**config.mk**
```make
export PLATFORM = sky130hd
export DESIGN_NAME = ref_clock_output
export DESIGN_NICKNAME = d
export VERILOG_FILES = /design/src/logic/reference_clock_module_pkg.sv /design/src/logic/ref_clock_output.sv /design/src/logic/src_sync.sv /design/src/logic/ref_divider.sv
export SDC_FILE = /design/constraint.sdc
export NUM_CORES = 1
export LEC_CHECK = 0
export ABC_AREA = 0
export BUFFER_PORTS_ARGS = -buffer_cell sky130_fd_sc_hd__buf_2
export CAP_MARGIN = 15
export CELL_PAD_IN_SITES_DETAIL_PLACEMENT = 0
export CELL_PAD_IN_SITES_GLOBAL_PLACEMENT = 1
export CORE_MARGIN = 4
export CORE_UTILIZATION = 29
export CTS_CLUSTER_SIZE = 14
export DETAILED_ROUTE_END_ITERATION = 12
export PLACE_DENSITY_LB_ADDON = 0.1
export SYNTH_ARGS = -nofsm -noshare
export SYNTH_HDL_FRONTEND = slang
export SYNTH_SLANG_ARGS = --single-unit
```
**constraint.sdc**
```tcl
create_clock -name clk -period 3.7 [get_ports clk]
set_input_delay 0.555 -clock clk [delete_from_list [all_inputs] [get_ports clk]]
set_output_delay 0.555 -clock clk [all_outputs]
set_load 0.02 [all_outputs]
```
**src/logic/reference_clock_module_pkg.sv**
```systemverilog
package reference_clock_module_pkg;

  localparam int ADR_W = 14;
  localparam int IDX_W = 12;
  localparam int DAT_W = 32;
  localparam int SEL_W = 4;
  localparam int REG_W = 8;
  localparam int CNT_W = 8;
  localparam int NUM_SRC = 5;

  // register indices, byte address is four times the index
  localparam logic [IDX_W-1:0] IDX_CTRL = 12'hf39;
  localparam logic [IDX_W-1:0] IDX_SRC = 12'hf3a;
  localparam logic [IDX_W-1:0] IDX_STAT = 12'hf3b;
  localparam int IDX_LSB = 2;

  // control register layout
  localparam int EN_BIT = 7;
  localparam int DC_HI = 4;
  localparam int DC_LO = 3;
  localparam int DIV_HI = 2;
  localparam int DIV_LO = 0;
  localparam logic [REG_W-1:0] CTRL_MASK = 8'h9f;
  localparam logic [REG_W-1:0] CTRL_RST = 8'h10;

  // source select layout
  localparam int SRC_HI = 2;
  localparam int SRC_LO = 0;
  localparam logic [2:0] SRC_RST = 3'h0;
  localparam logic [2:0] SRC_SYS = 3'h0;
  localparam logic [2:0] SRC_HF = 3'h1;
  localparam logic [2:0] SRC_LF = 3'h2;
  localparam logic [2:0] SRC_MF = 3'h3;
  localparam logic [2:0] SRC_SEC = 3'h4;

  // status register layout
  localparam int STAT_RUN_BIT = 0;
  localparam int STAT_OUT_BIT = 1;

  // duty codes and the undivided ratio code
  localparam logic [1:0] DC_0 = 2'h0;
  localparam logic [1:0] DC_25 = 2'h1;
  localparam logic [1:0] DC_50 = 2'h2;
  localparam logic [1:0] DC_75 = 2'h3;
  localparam logic [2:0] DIV_1 = 3'h0;

  typedef enum logic [1:0] {GEN_IDLE, GEN_ARM, GEN_RUN} gen_state_t;

  // output level for a half-period count, divider and duty code
  function automatic logic shape(input logic [CNT_W-1:0] cnt, input logic [2:0] div,
                                 input logic [1:0] dc);
    logic hi;
    logic lo;
    hi = cnt[div];
    lo = cnt[3'(div - 3'h1)];
    if (dc == DC_0) begin
      shape = 1'b0;
    end else if (div == DIV_1) begin
      shape = ~cnt[0];
    end else begin
      case (dc)
        DC_25: shape = ~hi & ~lo;
        DC_50: shape = ~hi;
        DC_75: shape = ~(hi & lo);
        default: shape = 1'b0;
      endcase
    end
  endfunction

  // register index of a byte address
  function automatic logic [IDX_W-1:0] reg_idx(input logic [ADR_W-1:0] adr);
    reg_idx = adr[ADR_W-1:IDX_LSB];
  endfunction

endpackage

```
**src/logic/ref_clock_output.sv**
```systemverilog
`timescale 1ns/1ps
module ref_clock_output (
  // clock, reset, enable
  input wire logic clk,
  input wire logic rst_n,
  input wire logic ce,
  // wishbone slave
  input wire logic cyc_i,
  input wire logic stb_i,
  input wire logic we_i,
  input wire logic [reference_clock_module_pkg::ADR_W-1:0] adr_i,
  input wire logic [reference_clock_module_pkg::SEL_W-1:0] sel_i,
  input wire logic [reference_clock_module_pkg::DAT_W-1:0] dat_i,
  output logic [reference_clock_module_pkg::DAT_W-1:0] dat_o,
  output logic ack_o,
  // source clocks
  input wire logic sys_osc_clk,
  input wire logic high_freq_internal_osc,
  input wire logic mid_freq_internal_osc,
  input wire logic low_freq_internal_osc,
  input wire logic secondary_osc,
  // power state
  input wire logic sleep_i,
  // reference outputs
  output logic ref_clock_out_pin,
  output logic ref_clock_periph
);
  import reference_clock_module_pkg::*;

  logic [REG_W-1:0] ctrl_q;
  logic [REG_W-1:0] ctrl_d;
  logic [2:0] src_q;
  logic [2:0] src_d;
  logic [DAT_W-1:0] rdata;
  logic req;
  logic wr_ctrl;
  logic wr_src;
  logic [NUM_SRC-1:0] src_async;
  logic [NUM_SRC-1:0] src_sync_q;
  logic lvl;
  logic lvl_q;
  logic rise;
  logic any_edge;
  logic halt;
  logic go_d;
  gen_state_t state_q;
  logic start;
  logic run;
  logic out_q;
  logic written_q;

  // bus request decode
  assign req = cyc_i && stb_i && !ack_o;
  assign wr_ctrl = req && we_i && sel_i[0] && reg_idx(adr_i) == IDX_CTRL;
  assign wr_src = req && we_i && sel_i[0] && reg_idx(adr_i) == IDX_SRC;

  always_comb begin
    ctrl_d = ctrl_q;
    if (wr_ctrl) begin
      ctrl_d = dat_i[REG_W-1:0] & CTRL_MASK;
    end
  end

  always_comb begin
    src_d = src_q;
    if (wr_src) begin
      src_d = dat_i[SRC_HI:SRC_LO];
    end
  end

  always_ff @(posedge clk or negedge rst_n) begin
    if (!rst_n) begin
      ctrl_q <= CTRL_RST;
      src_q <= SRC_RST;
    end else if (ce) begin
      ctrl_q <= ctrl_d;
      src_q <= src_d;
    end
  end

  always_comb begin
    rdata = '0;
    case (reg_idx(adr_i))
      IDX_CTRL: rdata[REG_W-1:0] = ctrl_q;
      IDX_SRC: rdata[SRC_HI:SRC_LO] = src_q;
      IDX_STAT: begin
        rdata[STAT_RUN_BIT] = state_q == GEN_RUN;
        rdata[STAT_OUT_BIT] = out_q;
      end
      default: rdata = '0;
    endcase
  end

  // single-cycle ack, unmapped reads give zero
  always_ff @(posedge clk or negedge rst_n) begin
    if (!rst_n) begin
      ack_o <= 1'b0;
      dat_o <= '0;
    end else if (ce) begin
      ack_o <= req;
      if (req && !we_i) begin
        dat_o <= rdata;
      end
    end
  end

  // source selection and edge detection
  assign src_async[SRC_SYS] = sys_osc_clk;
  assign src_async[SRC_HF] = high_freq_internal_osc;
  assign src_async[SRC_LF] = low_freq_internal_osc;
  assign src_async[SRC_MF] = mid_freq_internal_osc;
  assign src_async[SRC_SEC] = secondary_osc;

  src_sync #(
    .W(NUM_SRC)
  ) u_sync (
    .clk(clk),
    .rst_n(rst_n),
    .ce(ce),
    .async_i(src_async),
    .sync_o(src_sync_q)
  );

  always_comb begin
    lvl = 1'b0;
    if (src_q <= SRC_SEC) begin
      lvl = src_sync_q[src_q];
    end
  end

  always_ff @(posedge clk or negedge rst_n) begin
    if (!rst_n) begin
      lvl_q <= 1'b0;
    end else if (ce) begin
      lvl_q <= lvl;
    end
  end

  assign rise = lvl && !lvl_q;
  assign any_edge = lvl ^ lvl_q;

  // sleep stops only the system oscillator source
  assign halt = sleep_i && src_q == SRC_SYS;
  assign go_d = ctrl_d[EN_BIT] && !halt;

  // generator sequencing
  always_ff @(posedge clk or negedge rst_n) begin
    if (!rst_n) begin
      state_q <= GEN_IDLE;
    end else if (ce) begin
      case (state_q)
        GEN_IDLE: begin
          if (go_d) begin
            state_q <= GEN_ARM;
          end
        end
        GEN_ARM: begin
          if (!go_d) begin
            state_q <= GEN_IDLE;
          end else if (rise) begin
            state_q <= GEN_RUN;
          end
        end
        GEN_RUN: begin
          if (!go_d) begin
            state_q <= GEN_IDLE;
          end
        end
        default: state_q <= GEN_IDLE;
      endcase
    end
  end

  // start on a source rising edge only
  assign start = state_q == GEN_ARM && go_d && rise;
  assign run = state_q == GEN_RUN && go_d;

  ref_divider u_div (
    .clk(clk),
    .rst_n(rst_n),
    .ce(ce),
    .start_i(start),
    .run_i(run),
    .edge_i(any_edge),
    .div_i(ctrl_q[DIV_HI:DIV_LO]),
    .dc_i(ctrl_q[DC_HI:DC_LO]),
    .out_q(out_q)
  );

  assign ref_clock_out_pin = out_q;
  assign ref_clock_periph = out_q;

  // helper: control never written since reset
  always_ff @(posedge clk or negedge rst_n) begin
    if (!rst_n) begin
      written_q <= 1'b0;
    end else if (ce && wr_ctrl) begin
      written_q <= 1'b1;
    end
  end
endmodule

```
**src/logic/src_sync.sv**
```systemverilog
`timescale 1ns/1ps
module src_sync #(
  parameter int W = 5
) (
  // clock and reset
  input wire logic clk,
  input wire logic rst_n,
  input wire logic ce,
  // asynchronous levels in, synchronised levels out
  input wire logic [W-1:0] async_i,
  output logic [W-1:0] sync_o
);
  logic [W-1:0] meta_q;

  always_ff @(posedge clk or negedge rst_n) begin
    if (!rst_n) begin
      meta_q <= '0;
      sync_o <= '0;
    end else if (ce) begin
      meta_q <= async_i;
      sync_o <= meta_q;
    end
  end
endmodule

```
**src/logic/ref_divider.sv**
```systemverilog
`timescale 1ns/1ps
module ref_divider (
  // clock and reset
  input wire logic clk,
  input wire logic rst_n,
  input wire logic ce,
  // control
  input wire logic start_i,
  input wire logic run_i,
  input wire logic edge_i,
  input wire logic [2:0] div_i,
  input wire logic [1:0] dc_i,
  // shaped output
  output logic out_q
);
  import reference_clock_module_pkg::*;

  logic [CNT_W-1:0] cnt_q;
  logic [CNT_W-1:0] cnt_d;

  assign cnt_d = CNT_W'(cnt_q + 1'b1);

  // half-period counter, one step per source edge
  always_ff @(posedge clk or negedge rst_n) begin
    if (!rst_n) begin
      cnt_q <= '0;
    end else if (ce) begin
      if (start_i || !run_i) begin
        cnt_q <= '0;
      end else if (edge_i) begin
        cnt_q <= cnt_d;
      end
    end
  end

  always_ff @(posedge clk or negedge rst_n) begin
    if (!rst_n) begin
      out_q <= 1'b0;
    end else if (ce) begin
      if (start_i) begin
        out_q <= shape('0, div_i, dc_i);
      end else if (!run_i) begin
        out_q <= 1'b0;
      end else if (edge_i) begin
        out_q <= shape(cnt_d, div_i, dc_i);
      end
    end
  end
endmodule

```
==> metrics.csv, run 1 <==
stage,metric,value,unit
status,status,finished clean,
floorplanning,die_area,9980,um2
place,place_ws,0.805,ns
clock_network,clk_pin_slew,0.09,ns
clock_network,clockBufferDepth,2,
clock_network,cts_root_buffer,clkbuf_8,
grt,grtUsageTotal,11.9,%
timing,skew,0.00881,ns
clock_network,postCtsSetupRepairBufs,0,
power,ir_drop,204,uV
clock_network,htree_levels,2,
floorplanning,core-area,8220,um2
power,powerDensity,351,nW/um2
cells_and_area,num-fill-cells,857,
clock_network,insertion_delay,0.29,ns
worst_setup_path,cp_top_family,flip-flops,
worst_setup_path,r2r_start,ctrl_q[0]$_DFFE_PN0P_,
floorplanning,fp-row-count,33,
timing,finalSetupViolCount,0,
timing,finalWorstSetupSlack,0.777,ns
clock_network,cts-resized-gates,0,
floorplanning,die_y,99.9,um
grt,grt_max_degree,39,
floorplanning,pin_count,97,
worst_setup_path,cp_max_fo,14,
worst_setup_path,cp_num_buf_inv,1,
worst_setup_path,worstPathArrival,3.16,ns
synthesis,yosysWarnings,0,
worst_setup_path,max_stage_delay,0.61,ns
worst_setup_path,worstSetupStartpointType,flop,
power,p_leak,1.24,nW
timing,hold_violations,0,
synthesis,ys_seq_area_share,38.9,%
min_path,holdCritPathClass,in -> async,
drt,drt_iter0_drc,88,
worst_setup_path,rr_worst_depth,8,
worst_setup_path,regToRegEndpoint,u_div.out_q$_DFFE_PN0P_,
timing,rsz0062_at_grt,no,
worst_setup_path,critPathKind,reg -> reg,
cells_and_area,area_growth,12.5,%
floorplanning,die_w,99.9,um
synthesis,synth_edf_count,0,
cells_and_area,layout.nets,350,
drt,drcViolationCount,0,
job,drv_cap,0,
synthesis,syn_area_per_cell,9.79,um2
synthesis,async_flop_share,100,%
place,gp_congestion,0.761,
timing,slew_headroom,41.3,%
cells_and_area,utilization,33.5,%
worst_setup_path,crit_chain,"inv_1, ha_1, mux2_2, a21oi_1, a2111oi_0, or4_1, o221ai_1, a32o_1",
clock_network,cts_tree,done,
cells_and_area,layout-drive-gt1-share,28.1,%
worst_setup_path,ff2ff_setup_slack,0.78,ns
timing,timing.fmax,342,MHz
synthesis,syn_area,2450,um2
drt,num_vias,1931,
timing,tns,0,ns
place,io_buffers,39,
drt,drtPass1Iterations,4,
synthesis,ys_types,59,
synthesis,syn-instance-count,250,
drt,avgViaCountPerCell,4.95,
floorplanning,start_util,29.8,%
drt,final_antenna_net_count,0,
worst_setup_path,setup.worst_path.end_class,flop,
cells_and_area,diodes,0,
worst_setup_path,slowest_stage,dfrtp_1,
timing,fin_crit,2.92,ns
clock_network,cts_buffers,5,
place,hpwl,4400,um
synthesis,synthFlopType,dfrtp_1,
drt,wl,5890,um
drt,wl_per_cell,15.1,um
grt,grt-ovfl-total,0,
grt,grt_antenna_before_repair,0,
worst_setup_path,critical_path_required,3.94,ns
timing,tightest_slew,0.880,ns
grt,grt_pass1_wl,9370,um
synthesis,ys_ff_latch,38,
clock_network,cts.sinks,38,
cells_and_area,instances_no_fill,390,
place,dp_cells,382,
timing,slew_viol_final,0,
clock_network,postCtsHoldBufs,0,
grt,grt_pass1_vias,1814,
timing,min_period_over_period,79.0,%
## metal layers
layer	vias up	part of all wire, %	track usage (%)
met3	5	5.6	2.43
met1	933	48	17.2
met2	61	45	18.1
met4	0	0.78	3.15
met5	-	0	0
li1	932	-	-
## state kept, by name, summed over array words and instances (netlist names), 2 cells and up
| register | flops |
|---|---|
| u_div.cnt_q | 8 |
| dat_o | 6 |
| u_sync.sync_o | 5 |
| ctrl_q | 6 |
| state_q | 2 |
| src_q | 3 |
| u_sync.meta_q | 5 |
## final cells by class
type,instances,area (um2),share of cell area (%)
Sequential cell,38,952,34.6
Multi-Input combinational cell,187,1280,46.7
Clock buffer,5,68.8,2.50
Tap cell,105,131,4.77
Timing Repair Buffer,40,203,7.36
Clock inverter,3,68.8,2.50
Inverter,12,45.0,1.64
## how the worst max path moves through the flow
stage                     cells past startpoint                      end  slack (ns)                  start
after global placement                        8  u_div.out_q$_DFFE_PN0P_        0.78  ctrl_q[0]$_DFFE_PN0P_
final                                         8  u_div.out_q$_DFFE_PN0P_        0.78  ctrl_q[0]$_DFFE_PN0P_
after floorplan                               5    ctrl_q[0]$_DFFE_PN0P_        1.20               adr_i[4]
after global routing                          8  u_div.out_q$_DFFE_PN0P_        0.61  ctrl_q[0]$_DFFE_PN0P_
after detailed placement                      8  u_div.out_q$_DFFE_PN0P_        0.81  ctrl_q[0]$_DFFE_PN0P_
after CTS                                     8  u_div.out_q$_DFFE_PN0P_        0.77  ctrl_q[0]$_DFFE_PN0P_
## synth_stat cells, drive strengths merged (2+ instances only)
library cell / instances / area [um2]
a211o: 2 / 17.5
a211oi: 4 / 30.0
a21oi: 7 / 35.0
a22o: 5 / 43.8
a22oi: 2 / 15.0
a31o: 2 / 17.5
a32o: 2 / 20.0
and2: 2 / 12.5
and3b: 2 / 17.5
and4: 2 / 17.5
buf: 30 / 230
clkbuf: 8 / 30.0
dfrtp: 37 / 926
ha: 4 / 50.1
inv: 12 / 45.0
mux2: 21 / 259
nand2: 19 / 71.3
nand2b: 2 / 12.5
nand3: 10 / 50.1
nand3b: 2 / 15.0
nand4: 8 / 50.1
nor2: 8 / 30.0
nor2b: 5 / 31.3
nor4: 2 / 12.5
o21ai: 16 / 83.8
o221ai: 2 / 17.5
o32ai: 2 / 17.5
or2: 3 / 18.8
or3: 3 / 18.8
or4: 3 / 26.3
## power by group
part | switching (W) | internal, W
logic | 0.0000589 | 0.0000346
clock network | 0.000164 | 0.000270
registers | 0.00000817 | 0.000431
## cells by family (layout without fill, tap and decap cells)
logic type	Yosys count	count (layout)	synth area share, %
compound gates	57	57	16.8
xor+xnor	2	2	0.716
fa+ha+maj	4	4	2.04
buf+inv	50	60	12.5
flops	38	38	38.9
mux	22	22	11.5
other cells	1	26	0.153
simple gates	76	76	17.4
## placed cells by master (no fill, tap or decap), drive strengths merged, types with 3 or more instances in the layout
master,n
mux2,21
nand4,8
a211oi,4
or4,3
or2,3
buf,40
clkbuf,5
nand2,19
dfrtp,37
o21ai,16
nor2,8
a22o,5
nor2b,5
nand3,10
ha,4
a21oi,7
or3,3
conb,26
inv,12
## stage by stage
stage	area (um2)	power (W)	hold WS, ns
after floorplan	2540	0.000527	0.259
after global placement	2620	0.000542	0.479
after detailed placement	2620	0.000543	0.475
after CTS	2750	0.000982	0.412
after global routing	2750	0.00101	0.426
final	2750	0.000967	0.356
Note: power is estimated with default switching activity, not from simulation.
==> inputs of run 2 (changes only) <==
--- a/config.mk
+++ b/config.mk
@@ -5,7 +5,7 @@
 export SDC_FILE = /design/constraint.sdc
 export NUM_CORES = 1
 export LEC_CHECK = 0
-export ABC_AREA = 0
+export ABC_AREA = 1
 export BUFFER_PORTS_ARGS = -buffer_cell sky130_fd_sc_hd__buf_2
 export CAP_MARGIN = 15
 export CELL_PAD_IN_SITES_DETAIL_PLACEMENT = 0
==> constraint.sdc (replaced) <==
create_clock -name clk -period 2.6 [get_ports clk]
set_input_delay 0.39 -clock clk [delete_from_list [all_inputs] [get_ports clk]]
set_output_delay 0.39 -clock clk [all_outputs]
set_load 0.02 [all_outputs]
==> run 2 against run 1 <==
- clock skew increased by 0.0060 ns
- critical path depth increased by 7
- flip-flop and latch count unchanged
- power increased by 58%
- cell count increased by 19%
- global-route usage increased by 0.12 points
- routed wire length decreased by 3.6%
- hold slack got worse by 0.14 ns
- combinational power increased by 140%
- sequential share of layout area decreased by 0.43 points
- critical endpoint unchanged
- largest cell class unchanged
==> metrics.csv, run 2 <==
stage,metric,value,unit,change
grt,grtUsageTotal,12.0,%,was 11.9%
drt,drcViolationCount,0,,unchanged
timing,slew_headroom,40.4,%,was 41.3%
synthesis,yosysWarnings,0,,unchanged
timing,tightest_slew,0.895,ns,was 0.880 ns
status,status,finished clean,,unchanged
drt,wl,5680,um,was 5890 um
power,p_sw,0.000423,W,was 0.000231 W
synthesis,ys_seq_area_share,39.0,%,was 38.9%
power,ir_drop,233,uV,was 204 uV
clock_network,cts_buffers,5,,unchanged
timing,slew_viol_final,0,,unchanged
grt,grt_max_degree,39,,unchanged
timing,fin_crit,2.15,ns,was 2.92 ns
synthesis,synth.most_common_cell,nand2_1,,was dfrtp_1
timing,rsz0062_at_grt,no,,unchanged
floorplanning,die_area,9940,um2,was 9980 um2
timing,tns,0,ns,unchanged
cells_and_area,final_cell_area,2790,um2,was 2750 um2
grt,grt_antenna_before_repair,0,,unchanged
worst_setup_path,ff2ff_setup_slack,0.45,ns,was 0.78 ns
timing,timing.fmax,465,MHz,was 342 MHz
timing,min_period_over_period,82.6,%,was 79.0%
synthesis,ys_ff_latch,38,,unchanged
timing,skew,0.0148,ns,was 0.00881 ns
floorplanning,core-area,8220,um2,unchanged
worst_setup_path,setup.worst_path.end_class,flop,,unchanged
grt,grt_pass1_wl,9590,um,was 9370 um
clock_network,clockBufferDepth,2,,unchanged
worst_setup_path,cp_max_fo,12,,was 14
floorplanning,pin_count,97,,unchanged
synthesis,syn_area_per_cell,7.69,um2,was 9.79 um2
worst_setup_path,crit_top_cell,nand2_1,,
timing,hold_violations,0,,unchanged
synthesis,yosysTopAreaCellShare,38.0,%,was 37.8%
worst_setup_path,max_stage_delay,0.50,ns,was 0.61 ns
power,swShare,27.7,%,was 23.9%
synthesis,synthFlopType,dfrtp_1,,unchanged
job,drv_cap,0,,unchanged
worst_setup_path,rr_worst_depth,15,,was 8
clock_network,cts-resized-gates,0,,unchanged
power,comb_power_share,15.0,%,was 9.7%
floorplanning,die_y,99.7,um,was 99.9 um
place,io_buffers,39,,unchanged
worst_setup_path,worstSetupStartpointType,flop,,unchanged
clock_network,cts_root_buffer,clkbuf_8,,unchanged
power,seq_power_share,42.4,%,was 45.4%
clock_network,clk_pin_slew,0.09,ns,about the same
drt,wl_per_cell,12.2,um,was 15.1 um
clock_network,cts_tree,done,,unchanged
place,placedInstanceArea,2650,um2,was 2620 um2
place,hpwl,4390,um,was 4400 um
synthesis,ys_types,35,,was 59
synthesis,synth_edf_count,0,,unchanged
clock_network,postCtsHoldBufs,0,,unchanged
clock_network,insertion_delay,0.29,ns,about the same
power,p_clk_share,42.6,%,was 44.9%
cells_and_area,reg_top3,"u_div.cnt_q (8), ctrl_q (6), dat_o (6)",,unchanged
power,fin_total_pwr,0.00153,W,was 0.000967 W
worst_setup_path,slowest_stage,dfrtp_1,,unchanged
drt,avgViaCountPerCell,4.25,,was 4.95
floorplanning,start_util,29.7,%,was 29.8%
synthesis,syn_area,2440,um2,was 2450 um2
cells_and_area,layout-drive-gt1-share,22.6,%,was 28.1%
synthesis,syn-instance-count,317,,was 250
floorplanning,fp-row-count,33,,unchanged
drt,drt_iter0_drc,60,,was 88
synthesis,synth_common_cells,"91 x nand2_1, 37 x dfrtp_1, 37 x inv_1",,"was 37 x dfrtp_1, 27 x buf_4, 19 x nand2_1"
timing,finalSetupViolCount,0,,unchanged
drt,drtPass1Iterations,4,,unchanged
power,p_leak,1.42,nW,was 1.24 nW
grt,grt_pass1_vias,1953,,"was 1,814"
cells_and_area,largest_reg_flops,8,,unchanged
cells_and_area,layout_common_cells,"91 x nand2_1, 39 x buf_2, 37 x inv_1, 37 x dfrtp_1, 30 x nand3_1",,"was 39 x buf_2, 37 x dfrtp_1, 26 x conb_1"
floorplanning,die_w,99.7,um,was 99.9 um
worst_setup_path,critPathKind,reg -> reg,,unchanged
cells_and_area,diodes,0,,unchanged
cells_and_area,layout.nets,424,,was 350
synthesis,synth_area_leaders,"dfrtp_1 38%, nand2_1 14%, buf_4 8.9%",,"was dfrtp_1 38%, buf_4 8.3%, mux2_2 6.9%"
clock_network,cts.sinks,38,,unchanged
worst_setup_path,critical_path_required,2.84,ns,was 3.94 ns
worst_setup_path,crit_chain,"inv_1, ha_1, inv_1, o21ai_0, inv_1, o21ai_0, a21oi_1, nand2_1, nand2_1, nand3_1, nand2_1, nand2_1, nand2_1, nand2_1, nand2_1",,"was inv_1, ha_1, mux2_2, a21oi_1, a2111oi_0, or4_1, o221ai_1, a32o_1"
place,gp_congestion,0.764,,was 0.761
power,powerDensity,547,nW/um2,was 351 nW/um2
min_path,holdCritPathClass,in -> async,,unchanged
worst_setup_path,regToRegEndpoint,u_div.out_q$_DFFE_PN0P_,,unchanged
drt,num_vias,1973,,"was 1,931"
cells_and_area,regMostFlops,u_div.cnt_q,,unchanged
cells_and_area,area_growth,14.4,%,was 12.5%
drt,final_antenna_net_count,0,,unchanged
synthesis,async_flop_share,100,%,unchanged
clock_network,htree_levels,2,,unchanged
cells_and_area,final_common_cell,nand2_1,,was buf_2
worst_setup_path,r2r_start,ctrl_q[0]$_DFFE_PN0P_,,unchanged
grt,grt-ovfl-total,0,,unchanged
synthesis,netlist.top_cell.by_area,dfrtp_1,,unchanged
power,power.internal,0.00110,W,was 0.000736 W
worst_setup_path,worstPathArrival,2.39,ns,was 3.16 ns
clock_network,postCtsSetupRepairBufs,0,,unchanged
run 2: cell types whose count changed after synthesis, sizes merged, moves of 6 or more:
| cell | before | now |
|---|---|---|
| nand2 | 19 | 95 |
| inv | 12 | 41 |
| nand3 | 10 | 34 |
| mux2 | 21 | 2 |
| nor2 | 8 | 20 |
| o21ai | 16 | 27 |
| nand4 | 8 | 1 |
| clkbuf | 8 | 2 |
run 2: through the flow:
step / cells / hold slack [ns] / worst slack, ns / utilization [%]
3_5_place_dp: 456 / 0.459 / 0.480 / 32.2
2_1_floorplan: 342 / 0.0944 / 0.834 / -
5_1_grt: 464 / 0.301 / 0.0866 / 33.9
4_1_cts: 464 / 0.262 / 0.447 / 33.9
3_3_place_gp: 456 / 0.455 / 0.450 / 32.2
6_report: 464 / 0.218 / 0.451 / 33.9
run 2: logic make-up (layout without fill, tap and decap cells):
| group | count (synthesis) | in the layout | synth area share [%] |
|---|---|---|---|
| compound gates | 43 | 43 | 11.2 |
| xor+xnor | 2 | 2 | 0.718 |
| fa+ha+maj | 4 | 4 | 2.05 |
| buf+inv | 74 | 91 | 16.1 |
| flops | 38 | 38 | 39.0 |
| mux | 2 | 2 | 0.923 |
| other cells | 1 | 26 | 0.154 |
| simple gates | 153 | 153 | 29.9 |
run 2: worst max-delay path by stage:
stage                                   end  slack [ns]                   from  cells past startpoint
floorplan           u_div.out_q$_DFFE_PN0P_        0.83  ctrl_q[0]$_DFFE_PN0P_                     17
global placement    u_div.out_q$_DFFE_PN0P_        0.45  ctrl_q[0]$_DFFE_PN0P_                     15
detailed placement  u_div.out_q$_DFFE_PN0P_        0.48  ctrl_q[0]$_DFFE_PN0P_                     15
CTS                 u_div.out_q$_DFFE_PN0P_        0.45  ctrl_q[0]$_DFFE_PN0P_                     15
global route        u_div.out_q$_DFFE_PN0P_        0.09  ctrl_q[0]$_DFFE_PN0P_                     15
finish              u_div.out_q$_DFFE_PN0P_        0.45  ctrl_q[0]$_DFFE_PN0P_                     15
run 2: routing by layer:
layer	up-vias	routed length, um	track usage (%)
met5	-	0	0
met4	0	38	3.15
met3	2	200	2.45
met2	34	2620	19.3
met1	901	2820	16.5
li1	1036	-	-
run 2: critical path: cells and delay by family, from the launching register on:
kind	cells	cell delay, ns
buffers and inverters	3	0.39
AO/OA/AOI/OAI	3	0.30
adder cells (fa/ha/maj)	1	0.39
AND/OR/NAND/NOR	8	0.51
flip-flops	1	0.50
run 2: power groups by stage:
| stage | logic, W | clock network (W) | registers (W) |
|---|---|---|---|
| final | 0.000229 | 0.000650 | 0.000647 |
| after global placement | 0.000233 | 0 | 0.000660 |
| after global routing | 0.000263 | 0.000694 | 0.000652 |
| after CTS | 0.000232 | 0.000667 | 0.000648 |
| after detailed placement | 0.000232 | 0 | 0.000660 |
| after floorplan | 0.000186 | 0 | 0.000659 |
run 2: area by class of cell:
class                           count  area (um2)
Clock buffer                        6        82.6
Clock inverter                      2        60.1
Fill cell                         898        5430
Inverter                           41         156
Multi-Input combinational cell    230        1190
Sequential cell                    38         952
Tap cell                          105         131
Timing Repair Buffer               42         218
==> inputs of run 3 (changes only) <==
==> constraint.sdc (replaced) <==
create_clock -name clk -period 2 [get_ports clk]
set_input_delay 0.3 -clock clk [delete_from_list [all_inputs] [get_ports clk]]
set_output_delay 0.3 -clock clk [all_outputs]
set_load 0.02 [all_outputs]
==> run 3 against run 2 <==
- register-to-register slack worse by 0.30 ns
- clock skew about the same
- sequential share of layout area is 1.8 points lower
- critical path depth shrank 6
- critical path type unchanged
- global-route usage decreased by 0.37 points
- flip-flop and latch count unchanged
==> metrics.csv, run 3 (synthesis gave the netlist of run 2 again) <==
stage,metric,value,unit,change
floorplanning,die_w,99.7,um,unchanged
drt,drtPass1Iterations,4,,unchanged
drt,final_antenna_net_count,0,,unchanged
cells_and_area,seqCellArea,955,um2,was 952 um2
clock_network,clockBufferDepth,2,,unchanged
worst_setup_path,crit_chain,"o211ai_1, a31oi_1, ha_1, nor2_1, buf_4, a21oi_4, inv_4, nand3_2, o21ai_2",,"was inv_1, ha_1, inv_1, o21ai_0, inv_1, o21ai_0, a21oi_1, nand2_1, nand2_1, nand3_1, nand2_1, nand2_1, nand2_1, nand2_1, nand2_1"
clock_network,insertion_delay,0.29,ns,about the same
timing,min_period_over_period,92.7,%,was 82.6%
floorplanning,core-area,8220,um2,unchanged
worst_setup_path,worstPathArrival,2.03,ns,was 2.39 ns
worst_setup_path,cp_max_fo,7,,was 12
timing,fin_crit,1.85,ns,was 2.15 ns
cells_and_area,final_common_cell,nand2_1,,unchanged
worst_setup_path,critical_path_required,2.18,ns,was 2.84 ns
grt,grtUsageTotal,11.7,%,was 12.0%
cells_and_area,diodes,0,,unchanged
power,ir_drop,254,uV,was 233 uV
place,dp_cells,463,,was 456
worst_setup_path,slowest_stage,dfrtp_2,,was dfrtp_1
clock_network,cts_tree,done,,unchanged
timing,tightest_slew,0.511,ns,was 0.895 ns
cells_and_area,num-fill-cells,868,,was 898
place,hpwl,4570,um,was 4390 um
floorplanning,start_util,29.7,%,unchanged
power,powerDensity,590,nW/um2,was 547 nW/um2
min_path,holdCritPathClass,in -> reg,,was in -> async
place,io_buffers,39,,unchanged
floorplanning,die_y,99.7,um,unchanged
status,status,finished clean,,unchanged
drt,wl_per_cell,12.1,um,was 12.2 um
timing,hold_violations,0,,unchanged
cells_and_area,largest_reg_flops,8,,unchanged
timing,finalSetupViolCount,0,,unchanged
worst_setup_path,cp_top_family,compound AO/OA/AOI/OAI gates,,was simple AND/OR/NAND/NOR gates
cells_and_area,layout.nets,440,,was 424
grt,grt-ovfl-total,0,,unchanged
grt,grt_antenna_before_repair,0,,unchanged
grt,grt_max_degree,22,,was 39
cells_and_area,instances_no_fill,480,,was 464
drt,drt_iter0_drc,55,,was 60
worst_setup_path,setup.worst_path.end_class,flop,,unchanged
cells_and_area,area_growth,20.9,%,was 14.4%
timing,slew_headroom,65.9,%,was 40.4%
job,drv_cap,0,,unchanged
drt,num_vias,2037,,"was 1,973"
cells_and_area,regMostFlops,u_div.cnt_q,,unchanged
cells_and_area,reg_top3,"u_div.cnt_q (8), ctrl_q (6), dat_o (6)",,unchanged
timing,skew,0.0151,ns,was 0.0148 ns
cells_and_area,multiInputGateArea,1260,um2,was 1190 um2
clock_network,cts.sinks,38,,unchanged
floorplanning,pin_count,97,,unchanged
floorplanning,die_area,9940,um2,unchanged
worst_setup_path,worstSetupStartpointType,flop,,unchanged
drt,wl,5810,um,was 5680 um
drt,drcViolationCount,0,,unchanged
cells_and_area,layout-drive-gt1-share,31.5,%,was 22.6%
grt,grt_pass1_wl,9160,um,was 9590 um
clock_network,cts_buffers,5,,unchanged
worst_setup_path,critPathKind,reg -> reg,,unchanged
worst_setup_path,max_stage_delay,0.46,ns,was 0.50 ns
place,gp_congestion,0.760,,was 0.764
clock_network,htree_levels,2,,unchanged
timing,timing.fmax,540,MHz,was 465 MHz
clock_network,cts_root_buffer,clkbuf_8,,unchanged
timing,rsz0062_at_grt,no,,unchanged
worst_setup_path,cp_num_buf_inv,2,,was 3
power,p_leak,1.48,nW,was 1.42 nW
drt,avgViaCountPerCell,4.24,,was 4.25
timing,slew_viol_final,0,,unchanged
timing,tns,0,ns,unchanged
floorplanning,fp-row-count,33,,unchanged
grt,grt_pass1_vias,1834,,"was 1,953"
clock_network,clk_pin_slew,0.09,ns,about the same
cells_and_area,layout_common_cells,"86 x nand2_1, 39 x buf_2, 35 x dfrtp_1",,"was 91 x nand2_1, 39 x buf_2, 37 x inv_1, 37 x dfrtp_1, 30 x nand3_1"
[run 3: changes by cell type in the layout (fill, tap and decap cells not counted), sizes merged]
cell	before	now
bufinv	2	0
clkinv	0	1
dlygate4sd3	0	1
buf	42	57
clkinvlp	0	1
[run 3: metrics by stage]
step           area, um2  worst slack, ns  power (W)  hold WS, ns  utilization, %
2_1_floorplan       2530            0.234    0.00110      0.00441               -
3_3_place_gp        2700           0.0714    0.00117        0.313            32.8
3_5_place_dp        2700            0.125    0.00117        0.316            32.8
4_1_cts             2800           0.0936    0.00176        0.188            34.1
5_1_grt             2950         0.000360    0.00185        0.195            35.9
6_report            2950            0.147    0.00174        0.200            35.9
[run 3: tightest hold or removal path, stage by stage]
cell	delay, ns
buf_2	0.07
nand2_1	0.04
nand2_1	0.05
[run 3: routing by layer]
layer	GRT usage, %	vias to the layer above	wire length, um
met1	15.7	928	2800
met2	18.5	31	2750
met5	0	-	0
met3	2.81	4	206
li1	-	1074	-
met4	3.47	0	53
[run 3: area by class of cell]
type                       instances  share of cell area, %
multi-input combinational        230                   42.8
tap                              105                   4.46
sequential                        38                   32.4
clock inverter                     2                  0.424
clock buffer                       6                   2.80
timing repair buffer              58                   11.8
inverter                          41                   5.31
[run 3: worst paths after layout]
check | from | end | slack, ns | cells after the start
max in group asynchronous | rst_n | ctrl_q[4]$_DFFE_PN1P_ | 0.89 | 3
min reg2reg | u_sync.meta_q[3]$_DFFE_PN0P_ | u_sync.meta_q[3]$_DFFE_PN0P_ | 0.47 | 2
min in group asynchronous | rst_n | u_div.cnt_q[1]$_DFFE_PN0P_ | 0.50 | 2
max | src_q[0]$_DFFE_PN0P_ | u_div.cnt_q[0]$_DFFE_PN0P_ | 0.15 | 9
max reg2reg | src_q[0]$_DFFE_PN0P_ | u_div.cnt_q[0]$_DFFE_PN0P_ | 0.15 | 9
min | mid_freq_internal_osc | u_sync.meta_q[3]$_DFFE_PN0P_ | 0.20 | 3
[run 3: timing repair]
action / 4_1_cts / 5_1_grt
hold buffers: 1 / 0
endpoints found under the hold margin: 19 / 0
resized for setup: 0 / 27
setup endpoints to repair: 0 / 2
buffers inserted: 0 / 8
[run 3: power breakdown]
group          total [W]  internal [W]  switching, W
combinational   0.000324      0.000107      0.000217
sequential      0.000840      0.000812     0.0000278
clock           0.000577      0.000278      0.000299
total            0.00174       0.00120      0.000543
